### config.mk
export PLATFORM = sky130hd
export DESIGN_NAME = mapped_bidir_io_port
export DESIGN_NICKNAME = d
export VERILOG_FILES = /design/src/rtl/mapped_bidir_io_pkg.sv /design/src/rtl/mapped_bidir_io_port.sv
export SDC_FILE = /design/constraint.sdc
export NUM_CORES = 1
export LEC_CHECK = 0
export BUFFER_PORTS_ARGS = -buffer_cell sky130_fd_sc_hd__buf_2
export CORE_MARGIN = 2
export CORE_UTILIZATION = 56
export CTS_BUF_LIST = sky130_fd_sc_hd__clkbuf_16
export DETAILED_ROUTE_END_ITERATION = 10
export PLACE_DENSITY = 0.89
export SETUP_SLACK_MARGIN = 0.3
export SLEW_MARGIN = 5
export SYNTH_ARGS = -nofsm -noshare
export SYNTH_HDL_FRONTEND = slang
export SYNTH_SLANG_ARGS = --single-unit
export TNS_END_PERCENT = 100
### constraint.sdc
create_clock -name core_clk -period 5.7 [get_ports core_clk]
set_input_delay 1.14 -clock core_clk [delete_from_list [all_inputs] [get_ports core_clk]]
set_output_delay 1.14 -clock core_clk [all_outputs]
set_load 0.02 [all_outputs]
### src/rtl/mapped_bidir_io_pkg.sv
package mapped_bidir_io_pkg;
  localparam int ADDR_W = 16;
  localparam int DATA_W = 8;
  localparam logic [15:0] SPECIAL_FUNCTION_SPACE_LO = 16'h0000;
  localparam logic [15:0] SPECIAL_FUNCTION_SPACE_HI = 16'h003F;
  localparam logic [15:0] DATA_BUFFER_SPACE_LO = 16'h0F80;
  localparam logic [15:0] DATA_BUFFER_SPACE_HI = 16'h0FFF;
  localparam logic [15:0] PORT_OUTPUT_LATCH_ADDR = 16'h0000;
  localparam logic [15:0] PORT_DIRECTION_CONTROL_ADDR = 16'h0008;
  localparam logic [7:0] PORT_OUTPUT_LATCH_RST = 8'h00;
  localparam logic [7:0] PORT_DIRECTION_CONTROL_RST = 8'h00;
  localparam logic [7:0] READ_IDLE_VALUE = 8'h00;
  typedef enum logic [1:0] {
    PH_IDLE = 2'b00,
    PH_S1 = 2'b01,
    PH_S2 = 2'b11
  } bus_phase_t;
endpackage

### src/rtl/mapped_bidir_io_port.sv
// Operation
// - Decode special-function space 0000H..003FH as ordinary memory accesses.
// - Decode data-buffer space 0F80H..0FFFH as ordinary memory accesses.
// - Accesses to non-accessible locations get no register behaviour.
// - Each output bit keeps a latch holding last written value, driven out.
// - Pin levels are sampled in S1 of the read cycle.
// - Pin output data changes in S2 of the write cycle.
// - Eight pins, each direction set by its direction control bit.
// - Reset clears direction control, all pins inputs.
// - Reset clears all output latch bits.
// - Input-mode bits read pin level, so read-modify-write copies pins into latch.
`timescale 1ns/1ps
`default_nettype none
module mapped_bidir_io_port (
  input wire logic core_clk,
  input wire logic reset_n,
  input wire logic [15:0] memAddr,
  input wire logic memRead,
  input wire logic memWrite,
  input wire logic [7:0] memWdata,
  output logic [7:0] memRdata,
  output logic spaceHit,
  input wire logic [7:0] portPinsIn,
  output logic [7:0] portPinsOut,
  output logic [7:0] portPinsOe
);
  // Access lasts two cycles: S1 (capture) then S2 (complete)
  mapped_bidir_io_pkg::bus_phase_t phase_q;
  logic [15:0] addr_q;
  logic [7:0] wdata_q;
  logic isWrite_q;
  logic [7:0] pinMeta_q;
  logic [7:0] pinSync_q;
  logic [7:0] portOutputLatch_q;
  logic [7:0] portDirectionControl_q;
  logic inSfr;
  logic inDbr;
  logic [7:0] mixedRead;

  assign inSfr = memAddr <= mapped_bidir_io_pkg::SPECIAL_FUNCTION_SPACE_HI;
  assign inDbr = (memAddr >= mapped_bidir_io_pkg::DATA_BUFFER_SPACE_LO) &&
                 (memAddr <= mapped_bidir_io_pkg::DATA_BUFFER_SPACE_HI);

  // Pins are asynchronous to the core, two flops before use
  always_ff @(posedge core_clk or negedge reset_n) begin
    if (!reset_n) begin
      pinMeta_q <= 8'h00;
      pinSync_q <= 8'h00;
    end else begin
      pinMeta_q <= portPinsIn;
      pinSync_q <= pinMeta_q;
    end
  end

  always_ff @(posedge core_clk or negedge reset_n) begin
    if (!reset_n) begin
      phase_q <= mapped_bidir_io_pkg::PH_IDLE;
      addr_q <= 16'h0000;
      wdata_q <= 8'h00;
      isWrite_q <= 1'b0;
    end else begin
      case (phase_q)
        mapped_bidir_io_pkg::PH_IDLE: begin
          if (memRead || memWrite) begin
            phase_q <= mapped_bidir_io_pkg::PH_S1;
            addr_q <= memAddr;
            wdata_q <= memWdata;
            isWrite_q <= memWrite;
          end
        end
        mapped_bidir_io_pkg::PH_S1: phase_q <= mapped_bidir_io_pkg::PH_S2;
        mapped_bidir_io_pkg::PH_S2: phase_q <= mapped_bidir_io_pkg::PH_IDLE;
        default: phase_q <= mapped_bidir_io_pkg::PH_IDLE;
      endcase
    end
  end

  always_ff @(posedge core_clk or negedge reset_n) begin
    if (!reset_n) begin
      spaceHit <= 1'b0;
    end else if ((phase_q == mapped_bidir_io_pkg::PH_IDLE) && (memRead || memWrite)) begin
      spaceHit <= inSfr || inDbr;
    end else if (phase_q == mapped_bidir_io_pkg::PH_S2) begin
      spaceHit <= 1'b0;
    end
  end

  // Input bits show the pin, output bits show the latch
  assign mixedRead = (pinSync_q & ~portDirectionControl_q) |
                     (portOutputLatch_q & portDirectionControl_q);

  // Pin data sampled in S1; unmapped or other addresses read zero
  always_ff @(posedge core_clk or negedge reset_n) begin
    if (!reset_n) begin
      memRdata <= mapped_bidir_io_pkg::READ_IDLE_VALUE;
    end else if ((phase_q == mapped_bidir_io_pkg::PH_S1) && !isWrite_q) begin
      case (addr_q)
        mapped_bidir_io_pkg::PORT_OUTPUT_LATCH_ADDR: memRdata <= mixedRead;
        mapped_bidir_io_pkg::PORT_DIRECTION_CONTROL_ADDR: memRdata <= portDirectionControl_q;
        default: memRdata <= mapped_bidir_io_pkg::READ_IDLE_VALUE;
      endcase
    end
  end

  // Writes take effect in S2
  always_ff @(posedge core_clk or negedge reset_n) begin
    if (!reset_n) begin
      portOutputLatch_q <= mapped_bidir_io_pkg::PORT_OUTPUT_LATCH_RST;
      portDirectionControl_q <= mapped_bidir_io_pkg::PORT_DIRECTION_CONTROL_RST;
    end else if ((phase_q == mapped_bidir_io_pkg::PH_S2) && isWrite_q) begin
      if (addr_q == mapped_bidir_io_pkg::PORT_OUTPUT_LATCH_ADDR) begin
        portOutputLatch_q <= wdata_q;
      end
      if (addr_q == mapped_bidir_io_pkg::PORT_DIRECTION_CONTROL_ADDR) begin
        portDirectionControl_q <= wdata_q;
      end
    end
  end

  // Pin copies load with the latch itself, so the pins move on the edge ending S2
  always_ff @(posedge core_clk or negedge reset_n) begin
    if (!reset_n) begin
      portPinsOut <= mapped_bidir_io_pkg::PORT_OUTPUT_LATCH_RST;
      portPinsOe <= mapped_bidir_io_pkg::PORT_DIRECTION_CONTROL_RST;
    end else if ((phase_q == mapped_bidir_io_pkg::PH_S2) && isWrite_q) begin
      if (addr_q == mapped_bidir_io_pkg::PORT_OUTPUT_LATCH_ADDR) begin
        portPinsOut <= wdata_q;
      end
      if (addr_q == mapped_bidir_io_pkg::PORT_DIRECTION_CONTROL_ADDR) begin
        portPinsOe <= wdata_q;
      end
    end
  end

  AST_RESET_INPUTS: assert property (@(posedge core_clk)
    $rose(reset_n) |-> portPinsOe == 8'h00)
    else $error("Pins not inputs after reset");
  AST_LATCH_RESET: assert property (@(posedge core_clk)
    $rose(reset_n) |-> portOutputLatch_q == 8'h00)
    else $error("Latch not cleared at reset");
  AST_WRITE_LATCH: assert property (@(posedge core_clk) disable iff (!reset_n)
    (phase_q == mapped_bidir_io_pkg::PH_S2 && isWrite_q &&
     addr_q == mapped_bidir_io_pkg::PORT_OUTPUT_LATCH_ADDR) |=> portPinsOut == $past(wdata_q))
    else $error("Pin data not updated after write");
  AST_LATCH_HOLD: assert property (@(posedge core_clk) disable iff (!reset_n)
    !(phase_q == mapped_bidir_io_pkg::PH_S2 && isWrite_q) |=> $stable(portOutputLatch_q))
    else $error("Latch changed without write");
  AST_DIR_WRITE: assert property (@(posedge core_clk) disable iff (!reset_n)
    (phase_q == mapped_bidir_io_pkg::PH_S2 && isWrite_q &&
     addr_q == mapped_bidir_io_pkg::PORT_DIRECTION_CONTROL_ADDR) |=> portPinsOe == $past(wdata_q))
    else $error("Direction not applied");
  AST_OE_FOLLOWS: assert property (@(posedge core_clk) disable iff (!reset_n)
    portPinsOe == portDirectionControl_q)
    else $error("Enable does not follow direction");
  AST_READ_PIN: assert property (@(posedge core_clk) disable iff (!reset_n)
    (phase_q == mapped_bidir_io_pkg::PH_S1 && !isWrite_q &&
     addr_q == mapped_bidir_io_pkg::PORT_OUTPUT_LATCH_ADDR) |=>
     memRdata == (($past(pinSync_q) & ~$past(portDirectionControl_q)) |
                  ($past(portOutputLatch_q) & $past(portDirectionControl_q))))
    else $error("Port read wrong");
  AST_UNMAPPED_READ: assert property (@(posedge core_clk) disable iff (!reset_n)
    (phase_q == mapped_bidir_io_pkg::PH_S1 && !isWrite_q &&
     addr_q != mapped_bidir_io_pkg::PORT_OUTPUT_LATCH_ADDR &&
     addr_q != mapped_bidir_io_pkg::PORT_DIRECTION_CONTROL_ADDR) |=>
     memRdata == mapped_bidir_io_pkg::READ_IDLE_VALUE)
    else $error("Unmapped read not zero");
  AST_SPACE_HIT: assert property (@(posedge core_clk) disable iff (!reset_n)
    (phase_q == mapped_bidir_io_pkg::PH_IDLE && (memRead || memWrite) &&
     memAddr >= mapped_bidir_io_pkg::DATA_BUFFER_SPACE_LO &&
     memAddr <= mapped_bidir_io_pkg::DATA_BUFFER_SPACE_HI) |=> spaceHit)
    else $error("Data buffer space not decoded");

  // Decode flag: set at the take edge, held through S1, dropped after S2
  AST_SFR_HIT: assert property (@(posedge core_clk) disable iff (!reset_n)
    (phase_q == mapped_bidir_io_pkg::PH_IDLE && (memRead || memWrite) &&
     memAddr <= mapped_bidir_io_pkg::SPECIAL_FUNCTION_SPACE_HI) |=> spaceHit)
    else $error("Special function space not decoded");
  AST_OUTSIDE_MISS: assert property (@(posedge core_clk) disable iff (!reset_n)
    (phase_q == mapped_bidir_io_pkg::PH_IDLE && (memRead || memWrite) &&
     memAddr > mapped_bidir_io_pkg::SPECIAL_FUNCTION_SPACE_HI &&
     (memAddr < mapped_bidir_io_pkg::DATA_BUFFER_SPACE_LO ||
      memAddr > mapped_bidir_io_pkg::DATA_BUFFER_SPACE_HI)) |=> !spaceHit)
    else $error("Address outside both spaces flagged as hit");
  AST_HIT_DROPS: assert property (@(posedge core_clk) disable iff (!reset_n)
    phase_q == mapped_bidir_io_pkg::PH_S2 |=> !spaceHit)
    else $error("Hit flag not dropped after access");
  AST_HIT_STANDS: assert property (@(posedge core_clk) disable iff (!reset_n)
    phase_q == mapped_bidir_io_pkg::PH_S1 |=> $stable(spaceHit))
    else $error("Hit flag changed inside access");

  // Access sequencing: requests in flight are ignored until the phase returns to idle
  AST_PHASE_S1_TO_S2: assert property (@(posedge core_clk) disable iff (!reset_n)
    phase_q == mapped_bidir_io_pkg::PH_S1 |=> phase_q == mapped_bidir_io_pkg::PH_S2)
    else $error("S1 not followed by S2");
  AST_PHASE_S2_TO_IDLE: assert property (@(posedge core_clk) disable iff (!reset_n)
    phase_q == mapped_bidir_io_pkg::PH_S2 |=> phase_q == mapped_bidir_io_pkg::PH_IDLE)
    else $error("S2 not followed by idle");
  AST_TAKE_WRITE_WINS: assert property (@(posedge core_clk) disable iff (!reset_n)
    (phase_q == mapped_bidir_io_pkg::PH_IDLE && memWrite) |=> (phase_q == mapped_bidir_io_pkg::PH_S1 && isWrite_q))
    else $error("Write request not taken as write");
  AST_BUSY_IGNORES: assert property (@(posedge core_clk) disable iff (!reset_n)
    phase_q != mapped_bidir_io_pkg::PH_IDLE |=> $stable(addr_q))
    else $error("Address recaptured during access");

  // Register contents move only on their own write; reads leave everything alone
  AST_DIR_HOLD: assert property (@(posedge core_clk) disable iff (!reset_n)
    !(phase_q == mapped_bidir_io_pkg::PH_S2 && isWrite_q &&
      addr_q == mapped_bidir_io_pkg::PORT_DIRECTION_CONTROL_ADDR) |=> $stable(portDirectionControl_q))
    else $error("Direction changed without write");
  AST_READ_DIR: assert property (@(posedge core_clk) disable iff (!reset_n)
    (phase_q == mapped_bidir_io_pkg::PH_S1 && !isWrite_q &&
     addr_q == mapped_bidir_io_pkg::PORT_DIRECTION_CONTROL_ADDR) |=> memRdata == $past(portDirectionControl_q))
    else $error("Direction read back wrong");
  AST_RDATA_HOLD: assert property (@(posedge core_clk) disable iff (!reset_n)
    !(phase_q == mapped_bidir_io_pkg::PH_S1 && !isWrite_q) |=> $stable(memRdata))
    else $error("Read data changed outside S1");
  AST_UNMAPPED_WRITE: assert property (@(posedge core_clk) disable iff (!reset_n)
    (phase_q == mapped_bidir_io_pkg::PH_S2 && isWrite_q &&
     addr_q != mapped_bidir_io_pkg::PORT_OUTPUT_LATCH_ADDR &&
     addr_q != mapped_bidir_io_pkg::PORT_DIRECTION_CONTROL_ADDR) |=>
     ($stable(portOutputLatch_q) && $stable(portDirectionControl_q)))
    else $error("Unmapped write changed a register");
  AST_INPUT_BITS_READ: assert property (@(posedge core_clk) disable iff (!reset_n)
    (phase_q == mapped_bidir_io_pkg::PH_S1 && !isWrite_q &&
     addr_q == mapped_bidir_io_pkg::PORT_OUTPUT_LATCH_ADDR) |=>
     ((memRdata ^ $past(pinSync_q)) & ~$past(portDirectionControl_q)) == 8'h00)
    else $error("Input bit did not read pin level");

  // Pin copies must never drift from the latch they mirror
  AST_PINS_MATCH_LATCH: assert property (@(posedge core_clk) disable iff (!reset_n)
    portPinsOut == portOutputLatch_q)
    else $error("Pin drive differs from latch");
  AST_RESET_PINS_LOW: assert property (@(posedge core_clk)
    $rose(reset_n) |-> portPinsOut == 8'h00)
    else $error("Pin drive not cleared at reset");
endmodule
`default_nettype wire

Yosys cells after proc, flatten, opt, wreduce, memory -nomap -nowiden
Index checks and enable logic that the tools add are counted.

storage, ports and cells
  register bits after elaboration = 68
  input port bits = 36
  output and inout bits = 25
  logic and storage cells = 39

cells by class
  magnitude comparators = 3
  eq/ne operators = 4
  muxes and demuxes = 5
  bitwise logic cells = 4
  reduce and logical (&&, ||, !) cells = 13

operator list
  operator                                                                 number
  8-bit AND                                                                2
  16-bit by 4-bit == test with 1-bit output, second input constant         1
  16-bit by 12-bit >= comparator with 1-bit output, second input constant  1
  16-bit by 12-bit <= comparator with 1-bit output, second input constant  1
  16-bit by 6-bit <= comparator with 1-bit output, second input constant   1
  16-bit logical NOT                                                       1
  8-bit case mux with 2 select lines                                       1
  8-bit inverter                                                           1
  8-bit bitwise OR                                                         1
  2-bit AND reduction                                                      3
  1-bit logical AND                                                        4
  2-bit case mux with 2 select lines                                       1
  2-bit by 1-bit == test with 1-bit output, second input constant          1
  2-bit == test, second input constant                                     1
  2-bit logical NOT                                                        1
  1-bit logical OR                                                         2
  1-bit 2-to-1 mux                                                         2
  2-bit 2-to-1 mux                                                         1
  2-bit inequality test, second input constant                             1
  2-bit nonzero test                                                       1
  1-bit logical NOT                                                        1

Logic depth before layout (Yosys ltp)
Gate-level depths: netlist of run 1.

  depth in word-level cells = 4
  depth in mapped cells = 6
  depth with buffers taken out = 4

Worst setup path before layout of run 1
No wires, ideal clock.

  path kind = input-to-reg
  from = input memWrite
  to = register addr_q[0]
  setup time = 0.125 ns
  arrival time = 2.128 ns
  required time = 5.575 ns
  path slack = 3.447 ns
  stages on the path = 4
  buffers on the path = 2
  cell sequence = o21a_1 buf_2 buf_1 mux2_2

between the ends
  longest elaborated chain between the ends = 2

ends and longest elaborated chain
  what                                  line                        RTL
  start, declared                       mapped_bidir_io_port.sv:19  input wire logic memWrite,
  1-bit logical OR                      mapped_bidir_io_port.sv:64  if (memRead || memWrite) begin
  2-bit AND reduction (no source line)  --
  end signal, assigned                  mapped_bidir_io_port.sv:66  addr_q <= memAddr;
  end, declared                         mapped_bidir_io_port.sv:29  logic [15:0] addr_q;

Every way passes these cells.
A chain may end at the register's enable or synchronous reset.

Worst setup path after layout of run 1
  from = input memWrite
  to = register wdata_q[4]

between the ends
  longest elaborated chain between the ends = 2

ends and longest elaborated chain
  what                                  line                        RTL
  1-bit logical OR                      mapped_bidir_io_port.sv:64
  2-bit AND reduction (no source line)  --
  end signal, assigned                  mapped_bidir_io_port.sv:67  wdata_q <= memWdata;
  end, declared                         mapped_bidir_io_port.sv:30  logic [7:0] wdata_q;

Every way passes these cells.

==> results of run 1 <==
-- area by class of cell --
class | count | area, µm² | share of cell area, %
inverters | 1 | 3.75 | 0.118
well taps | 52 | 65.1 | 2.04
flip-flops and latches | 68 | 1700 | 53.3
repair buffers | 61 | 308 | 9.64
multi-input cells | 100 | 831 | 26.0
clock inverters | 7 | 57.6 | 1.80
clock buffers | 9 | 225 | 7.06
-- power groups by stage --
stage / Combinational [mW] / Sequential, mW / Clock (mW)
2_1_floorplan: 0.201 / 0.641 / 0
3_3_place_gp: 0.236 / 0.665 / 0
3_5_place_dp: 0.247 / 0.672 / 0
4_1_cts: 0.249 / 0.666 / 0.528
5_1_grt: 0.270 / 0.681 / 0.554
6_report: 0.247 / 0.668 / 0.526
-- state kept, by name, indices dropped and copies added (netlist names) --
name,cells
addr_q,16
spaceHit,1
phase_q,2
portOutputLatch_q,8
pinSync_q,8
isWrite_q,1
portPinsOe,8
memRdata,8
pinMeta_q,8
wdata_q,8
-- cell families after synthesis --
family	share of synthesized area, %
buffers and inverters	1.41
and+or+nand+nor	6.92
AOI/OAI and AO/OA	7.16
DFF	66.2
muxes	18.3
-- cells in the mapped netlist (all sizes together) --
cell type,number
nand3,3
dfrtp,68
a22o,9
nor2b,1
o21a,1
o21ai,18
nor4,4
o211ai,1
clkinv,1
or4,3
clkbuf,1
nand2,13
mux2,39
buf,5
nor2,3
nand2b,1
nor3,4
-- worst paths after layout --
check                                             to  slack (ns)  cells past startpoint
min                           pinSync_q[3]$_DFF_PN0_        0.34                      0
max                           wdata_q[4]$_DFFE_PN0P_        3.36                      3
min in group asynchronous     pinMeta_q[2]$_DFF_PN0_        0.99                      2
min reg2reg                   pinSync_q[3]$_DFF_PN0_        0.34                      0
max in group asynchronous    memRdata[3]$_DFFE_PN0P_        4.17                      2
max reg2reg                portPinsOe[0]$_DFFE_PN0P_        3.43                      3
-- routing by layer --
metal / track usage [%] / share of wire [%] / vias up
met5: 0 / 0 / -
met4: 8.60 / 1.4 / 0
met2: 40.3 / 54 / 49
li1: - / - / 766
met1: 27.9 / 41 / 838
met3: 6.89 / 3.6 / 6
-- worst max-delay path: stages --
cell,delay (ns)
buf_2,0.10
o21a_1,0.87
mux2_2,0.43
==> flow_summary.toml, run 1 <==
[floorplan]
io_pins = 61
die_h_um = 71.7
dieArea_um2 = 5140
core_area_um2 = 4380
die_w_um = 71.7
initial_utilization_pct = 58.6
rows = 24

[yosys]
syn_inst = 175
synth.top_cell.area_share_pct = 66.2
synthTopCellsByArea = "dfrtp_1 (66%), mux2_2 (14%), mux2_4 (4.7%)"
synthesis.area_um2 = 2570
synth_area_per_cell_um2 = 14.7
ys_seq_elements = 68
ys_seq_area_share_pct = 66.2
yosysUniqueCellTypes = 22
netlist.top_cell.by_area = "dfrtp_1"
yosysWarnings = 0
syn_nets = 211

[placement]
io_buffers = 60
dp_slack_ns = 3.01
hpwl_mm = 3.34
placed_cells = 282
place_area_um2 = 2910
gp_congestion = 0.774

[sta]
setup_ws_ns = 3.36
fin_worst_skew_ns = 0.00610
fmax_mhz = 428
slew_headroom_pct = 25.9
hold_viol_final = 0
min_period_over_period_pct = 41.0
setup-tns-final_ns = 0
rsz0062_at_grt = "no"
worstMarginPinSlew_ns = 1.11
hold_ws_ns = 0.345
finalWorstPathRequiredPeriod_ns = 2.34
setup_viol = 0
slew_violations = 0

[power_and_ir_drop]
pwr-share-seq_pct = 46.4
ir_drop_mv = 0.275
p_sw_share_pct = 27.1
powerDensity_nw_per_um2 = 451
p_clk_share_pct = 36.5
p_comb_share_pct = 17.1
p_int_mw = 1.05
leakage_nw = 1.60
p_switching_mw = 0.390
finalPower_mw = 1.44

[final_layout]
drive_above_1_share_pct = 47.6
final_common_cell = "dfrtp_1"
layout_common_cells = "dfrtp_1 (68), buf_2 (60), mux2_2 (31)"
n_fill_cell = 272
antenna_cells = 0
design_area_um2 = 3190
finalNetCount = 277
post-route-util_pct = 72.8
fin_cells = 298
area_growth_pct = 24.3

[cts]
cts_resized = 0
clockBufferDepth = 2
cts-root-buf = "clkbuf_16"
cts_tree = "yes"
clock_sinks = 68
clk-insertion-delay-late_ns = 0.33
cts_made_buffers = 9
post_cts_buffers = 0
cts-htree-levels = 3
cts_hold_buf = 0
clkTransAtPathRegs_ns = 0.05

[detailed_routing]
ant_nets = 0
vias = 1659
drt-initial-drc-count = 136
drc = 0
avgRoutedWirePerCell_um = 18.2
drtPass1Iterations = 4
viasPerCell = 5.57
routed_wl_mm = 5.43

[run_status]
run_status = "finished clean"

[worst_setup_path]
worstSetupPathType = "input pin to register"
crit_path_start_kind = "input pin"
critPathMaxFanout = 27
critPathArrivalTime_ns = 2.55
cp-startpoint = "memWrite"
crit_path_end_kind = "register"
critPathRequiredTime_ns = 5.91
timing.rr.start = "addr_q[3]$_DFFE_PN0P_"

[grt]
track_usage_pct = 23.4
antenna_found_initial = 0
grt-ovfl-total = 0
grt_max_degree = 69
grt_pass1_wl_mm = 8.70
grt_pass1_vias = 1753

[worst_hold_path]
hold_class = "register to register"
holdCritStartpoint = "pinMeta_q[3]$_DFF_PN0_"

[job]
cap_violations = 0
Note: power is estimated with default switching activity, not from simulation.
==> inputs of run 2 (changes only) <==
--- a/config.mk
+++ b/config.mk
@@ -5,12 +5,13 @@
 export SDC_FILE = /design/constraint.sdc
 export NUM_CORES = 1
 export LEC_CHECK = 0
+export ABC_AREA = 1
 export BUFFER_PORTS_ARGS = -buffer_cell sky130_fd_sc_hd__buf_2
 export CORE_MARGIN = 2
-export CORE_UTILIZATION = 56
+export CORE_UTILIZATION = 53
 export CTS_BUF_LIST = sky130_fd_sc_hd__clkbuf_16
 export DETAILED_ROUTE_END_ITERATION = 10
-export PLACE_DENSITY = 0.89
+export PLACE_DENSITY = 0.84
 export SETUP_SLACK_MARGIN = 0.3
 export SLEW_MARGIN = 5
 export SYNTH_ARGS = -nofsm -noshare
==> constraint.sdc (replaced) <==
create_clock -name core_clk -period 2.4 [get_ports core_clk]
set_input_delay 0.48 -clock core_clk [delete_from_list [all_inputs] [get_ports core_clk]]
set_output_delay 0.48 -clock core_clk [all_outputs]
set_load 0.02 [all_outputs]
==> run 2 against run 1 <==
Die area up 14%. First-iteration DRC count up 16%. Worst setup slack worse by 2.7 ns. Via count up 38%. Register-to-register slack worse by 2.8 ns. Global-route usage about the same. Final cell count up 53%. Hold slack worse by 0.24 ns. Area after synthesis up 9.1%. Total power up 140%. Highest routed layer unchanged.
==> flow_summary.toml, run 2 <==
[run_status]
run_status = "finished clean"

[floorplan]
dieArea_um2 = 5880
core_area_um2 = 5110
io_pins = 61
initial_utilization_pct = 54.9
rows = 26
die_h_um = 76.7
die_w_um = 76.7

[sta]
fin_worst_skew_ns = 0.00576
slew_headroom_pct = 68.7
hold_ws_ns = 0.104
hold_viol_final = 0
setup-tns-final_ns = 0
worstMarginPinSlew_ns = 0.470
finalWorstPathRequiredPeriod_ns = 1.77
setup_ws_ns = 0.631
slew_violations = 0
min_period_over_period_pct = 73.7
fmax_mhz = 565
rsz0062_at_grt = "no"
setup_viol = 0

[worst_setup_path]
r2r_slack_ns = 0.63
critPathMaxFanout = 18
worstSetupPathType = "register to register"
max_stage_delay_ns = 0.44
timing.rr.start = "addr_q[15]$_DFFE_PN0P_"
crit_path_end_kind = "register"
critPathArrivalTime_ns = 1.98
r2r-end = "portOutputLatch_q[2]$_DFFE_PN0P_"
critPathRequiredTime_ns = 2.61
r2r_cells = 7
crit_top_cell = "nand2_1"
crit_path_start_kind = "register"
crit_slowest_cell = "and2_1"
path_cells = "nor2_1, nand2_1, nor2_4, and2_1, nand2_4, nand2_1, nand2_1"

[power_and_ir_drop]
leakage_nw = 1.98
p_int_mw = 2.39
p_comb_share_pct = 20.5
finalPower_mw = 3.50
ir_drop_mv = 0.520
p_switching_mw = 1.11
powerDensity_nw_per_um2 = 1010
p_sw_share_pct = 31.8
p_clk_share_pct = 35.1
pwr-share-seq_pct = 44.4

[grt]
track_usage_pct = 23.3
grt_pass1_vias = 2363
grt_pass1_wl_mm = 10.8
antenna_found_initial = 0
grt_max_degree = 34
grt-ovfl-total = 0

[detailed_routing]
avgRoutedWirePerCell_um = 13.6
routed_wl_mm = 6.21
vias = 2297
wl_met3_um = 366
drtPass1Iterations = 4
viasPerCell = 5.04
wl_met2_mm = 3.01
top_layer = "met4"
drc = 0
wl_met1_mm = 2.67
ant_nets = 0
drt-initial-drc-count = 158

[cts]
post_cts_buffers = 0
cts_resized = 0
clkTransAtPathRegs_ns = 0.05
clock_sinks = 68
cts_hold_buf = 0
cts_made_buffers = 9
cts-htree-levels = 3
cts_tree = "yes"
cts-root-buf = "clkbuf_16"
clk-insertion-delay-late_ns = 0.33
clockBufferDepth = 2

[yosys]
ys_seq_elements = 68
syn_inst = 315
synth_edf_count = 0
synth_area_per_cell_um2 = 8.89
synth.top_cell.area_share_pct = 60.7
syn_nets = 351
netlist.top_cell.by_area = "dfrtp_1"
synth_commonest_cells = "nand2_1 (142), dfrtp_1 (68), nand3_1 (34), inv_1 (20), o21ai_0 (16)"
yosysMostFrequentCell = "nand2_1"
synth_top_flop_cell = "dfrtp_1"
synthesis.area_um2 = 2800
yosysUniqueCellTypes = 19
yosysWarnings = 0
synthArstFlopShare_pct = 100
synthTopCellsByArea = "dfrtp_1 (61%), nand2_1 (19%), nand3_1 (6.1%)"
ys_seq_area_share_pct = 60.7

[final_layout]
antenna_cells = 0
drive_above_1_share_pct = 21.8
largest_register = "addr_q"
layout_common_cells = "nand2_1 (142), dfrtp_1 (68), buf_2 (60)"
final_common_cell = "nand2_1"
finalNetCount = 417
area_growth_pct = 23.1
largest_register_ffs = 16

[placement]
dp_slack_ns = 0.668
gp_congestion = 0.830
hpwl_mm = 4.16
io_buffers = 60

[job]
cap_violations = 0

[worst_hold_path]
hold_class = "input pin to async pin"
[run 2: power by group through the flow]
stage | logic [mW] | registers (mW) | clock network (mW)
detailed placement | 0.713 | 1.57 | 0
finish | 0.716 | 1.55 | 1.23
global route | 0.828 | 1.59 | 1.30
global placement | 0.683 | 1.55 | 0
floorplan | 0.544 | 1.52 | 0
CTS | 0.723 | 1.55 | 1.24
[run 2: per-layer routing]
metal	vias to the layer above	GRT usage, %
li1	1120	-
met1	1088	30.1
met2	76	38.2
met3	13	4.82
met4	0	10.4
met5	-	0
[run 2: kinds of logic after synthesis]
| group | synth area share (%) |
|---|---|
| AOI/OAI and AO/OA | 3.66 |
| buffers and inverters | 4.69 |
| DFF | 60.7 |
| and+or+nand+nor | 30.9 |
[run 2: worst max-delay path by stage]
stage,from,endpoint,slack [ns],cells after the start
3_5_place_dp,addr_q[13]$_DFFE_PN0P_,portOutputLatch_q[2]$_DFFE_PN0P_,0.67,7
3_3_place_gp,addr_q[13]$_DFFE_PN0P_,portOutputLatch_q[0]$_DFFE_PN0P_,0.71,7
6_report,addr_q[15]$_DFFE_PN0P_,portOutputLatch_q[2]$_DFFE_PN0P_,0.63,7
4_1_cts,addr_q[13]$_DFFE_PN0P_,portOutputLatch_q[2]$_DFFE_PN0P_,0.64,7
5_1_grt,addr_q[13]$_DFFE_PN0P_,portOutputLatch_q[2]$_DFFE_PN0P_,0.49,7
2_1_floorplan,addr_q[5]$_DFFE_PN0P_,portOutputLatch_q[0]$_DFFE_PN0P_,1.10,8
[run 2: through the flow]
stage	area, µm²	instances	util [%]
4_1_cts	3450	456	67.5
6_report	3450	456	67.5
3_5_place_dp	3170	440	62.1
5_1_grt	3450	456	67.5
2_1_floorplan	2800	315	-
3_3_place_gp	3170	440	62.1
[run 2: area by class of cell]
| type | count | area (µm²) |
|---|---|---|
| Timing Repair Buffer | 63 | 335 |
| Clock inverter | 7 | 52.6 |
| Inverter | 21 | 78.8 |
| Sequential cell | 68 | 1700 |
| Tap cell | 70 | 87.6 |
| Clock buffer | 9 | 225 |
| Multi-Input combinational cell | 218 | 968 |
| Fill cell | 409 | 1660 |
[run 2: worst max-delay path: cells and delay by family, from the launching register on]
family           cells  cell delay [ns]
and+or+nand+nor      7             1.27
DFF                  1             0.38
==> inputs of run 3 (changes only) <==
==> constraint.sdc (replaced) <==
create_clock -name core_clk -period 1.8 [get_ports core_clk]
set_input_delay 0.36 -clock core_clk [delete_from_list [all_inputs] [get_ports core_clk]]
set_output_delay 0.36 -clock core_clk [all_outputs]
set_load 0.02 [all_outputs]
==> run 3 against run 2 <==
Critical path depth did not move. Final cell count up 0.44%. Clock skew about the same. Routed wire length down 4.8%. Utilization up 0.61 points. Worst setup slack worse by 0.19 ns. Final area grew 0.91%. Via count shrank 1.3%. Total power grew 34%. Non-clock buffer count is 3 higher. Register-to-register slack worse by 0.19 ns.
==> flow_summary.toml, run 3 (same netlist as run 2, synthesis figures left out) <==
[floorplan]
die_w_um = 76.7
die_h_um = 76.7
core_area_um2 = 5110
dieArea_um2 = 5880
rows = 26
initial_utilization_pct = 54.9
io_pins = 61

[worst_setup_path]
critPathArrivalTime_ns = 1.57
crit_slowest_cell = "dfrtp_1"
critPathMaxFanout = 9
worstSetupPathType = "register to register"
crit_top_cell = "nand2_1"
max_stage_delay_ns = 0.39
crit_path_start_kind = "register"
timing.rr.start = "addr_q[1]$_DFFE_PN0P_"
critPathRequiredTime_ns = 2.01
crit_path_end_kind = "register"
cp-startpoint = "addr_q[1]$_DFFE_PN0P_"
path_cells = "nor2_1, nand2_1, nor2_4, and2_4, nand2_4, nand2_1, nand2_1"

[job]
cap_violations = 0

[final_layout]
largest_register_ffs = 16
drive_above_1_share_pct = 24.0
antenna_cells = 0
final_common_cell = "nand2_1"
largest_register = "addr_q"
layout_common_cells = "nand2_1 (142), dfrtp_1 (68), buf_2 (60)"
area_growth_pct = 24.3
finalNetCount = 420

[detailed_routing]
drc = 0
drtPass1Iterations = 5
routed_wl_mm = 5.91
avgRoutedWirePerCell_um = 12.9
ant_nets = 0
vias = 2266
viasPerCell = 4.95
drt-initial-drc-count = 106

[placement]
gp_congestion = 0.812
io_buffers = 60
hpwl_mm = 4.03

[sta]
worstMarginPinSlew_ns = 0.417
fmax_mhz = 736
finalWorstPathRequiredPeriod_ns = 1.36
min_period_over_period_pct = 75.5
setup-tns-final_ns = 0
rsz0062_at_grt = "no"
setup_viol = 0
fin_worst_skew_ns = 0.00565
slew_violations = 0
slew_headroom_pct = 72.2
hold_viol_final = 0

[power_and_ir_drop]
leakage_nw = 1.99
powerDensity_nw_per_um2 = 1350
ir_drop_mv = 0.836
finalPower_mw = 4.69

[grt]
antenna_found_initial = 0
grt-ovfl-total = 0
grt_max_degree = 69
grt_pass1_wl_mm = 10.1
grt_pass1_vias = 2192
track_usage_pct = 22.2

[cts]
clockBufferDepth = 2
cts_made_buffers = 9
cts-htree-levels = 3
clkTransAtPathRegs_ns = 0.05
clk-insertion-delay-late_ns = 0.33
cts_tree = "yes"
clock_sinks = 68
cts-root-buf = "clkbuf_16"

[run_status]
run_status = "finished clean"

[worst_hold_path]
hold_class = "input pin to async pin"
## run 3: path summary, 6_finish.rpt
kind                            cells past startpoint  slack, ns                        end
worst min-delay path                                2       0.04      addr_q[9]$_DFFE_PN0P_
min in group core_clk                               1       0.14     pinMeta_q[6]$_DFF_PN0_
worst max register to register                      7       0.44  portPinsOe[2]$_DFFE_PN0P_
worst min register to register                      0       0.35     pinSync_q[5]$_DFF_PN0_
worst max-delay path                                7       0.44  portPinsOe[2]$_DFFE_PN0P_
max in group asynchronous                           2       1.47    memRdata[7]$_DFFE_PN0P_
## run 3: area by class of cell
| cell class | instances | area, µm² |
|---|---|---|
| clock buffer | 9 | 225 |
| multi-input combinational | 218 | 973 |
| clock inverter | 6 | 56.3 |
| sequential | 68 | 1700 |
| inverter | 21 | 78.8 |
| fill | 403 | 1630 |
| tap | 70 | 87.6 |
| timing repair buffer | 66 | 358 |
## run 3: per-layer routing
layer,routed length [µm],track usage [%]
met1,2640,28.8
met2,2840,35.2
met3,288,5.41
met4,143,10.7
met5,0,0
## run 3: report_power, final
part	switching [mW]	total, mW	internal (mW)
sequential	0.214	2.07	1.85
clock	0.604	1.65	1.05
combinational	0.663	0.974	0.311
total	1.48	4.69	3.21
## run 3: through the flow
step / hold slack, ns / setup WS, ns / cells / util, % / instance area [µm²]
after floorplan: 0.0644 / 0.496 / 315 / - / 2800
after global placement: 0.332 / 0.300 / 442 / 62.4 / 3190
after detailed placement: 0.335 / 0.213 / 442 / 62.4 / 3190
after CTS: 0.0599 / 0.349 / 457 / 68.0 / 3470
after global routing: 0.0801 / 0.296 / 458 / 68.2 / 3480
final: 0.0366 / 0.441 / 458 / 68.2 / 3480
## run 3: repair_timing
action                                  in CTS  in global routing
gates resized for setup                      3                  1
pin swaps                                    0                  1
hold buffers                                 0                  0
setup buffers                                0                  1
endpoints found under the setup margin       9                  9
## run 3: critical path: cells and delay by family, from the launching register on
family	cells	cell delay [ns]
and+or+nand+nor	7	0.86
DFF	1	0.39
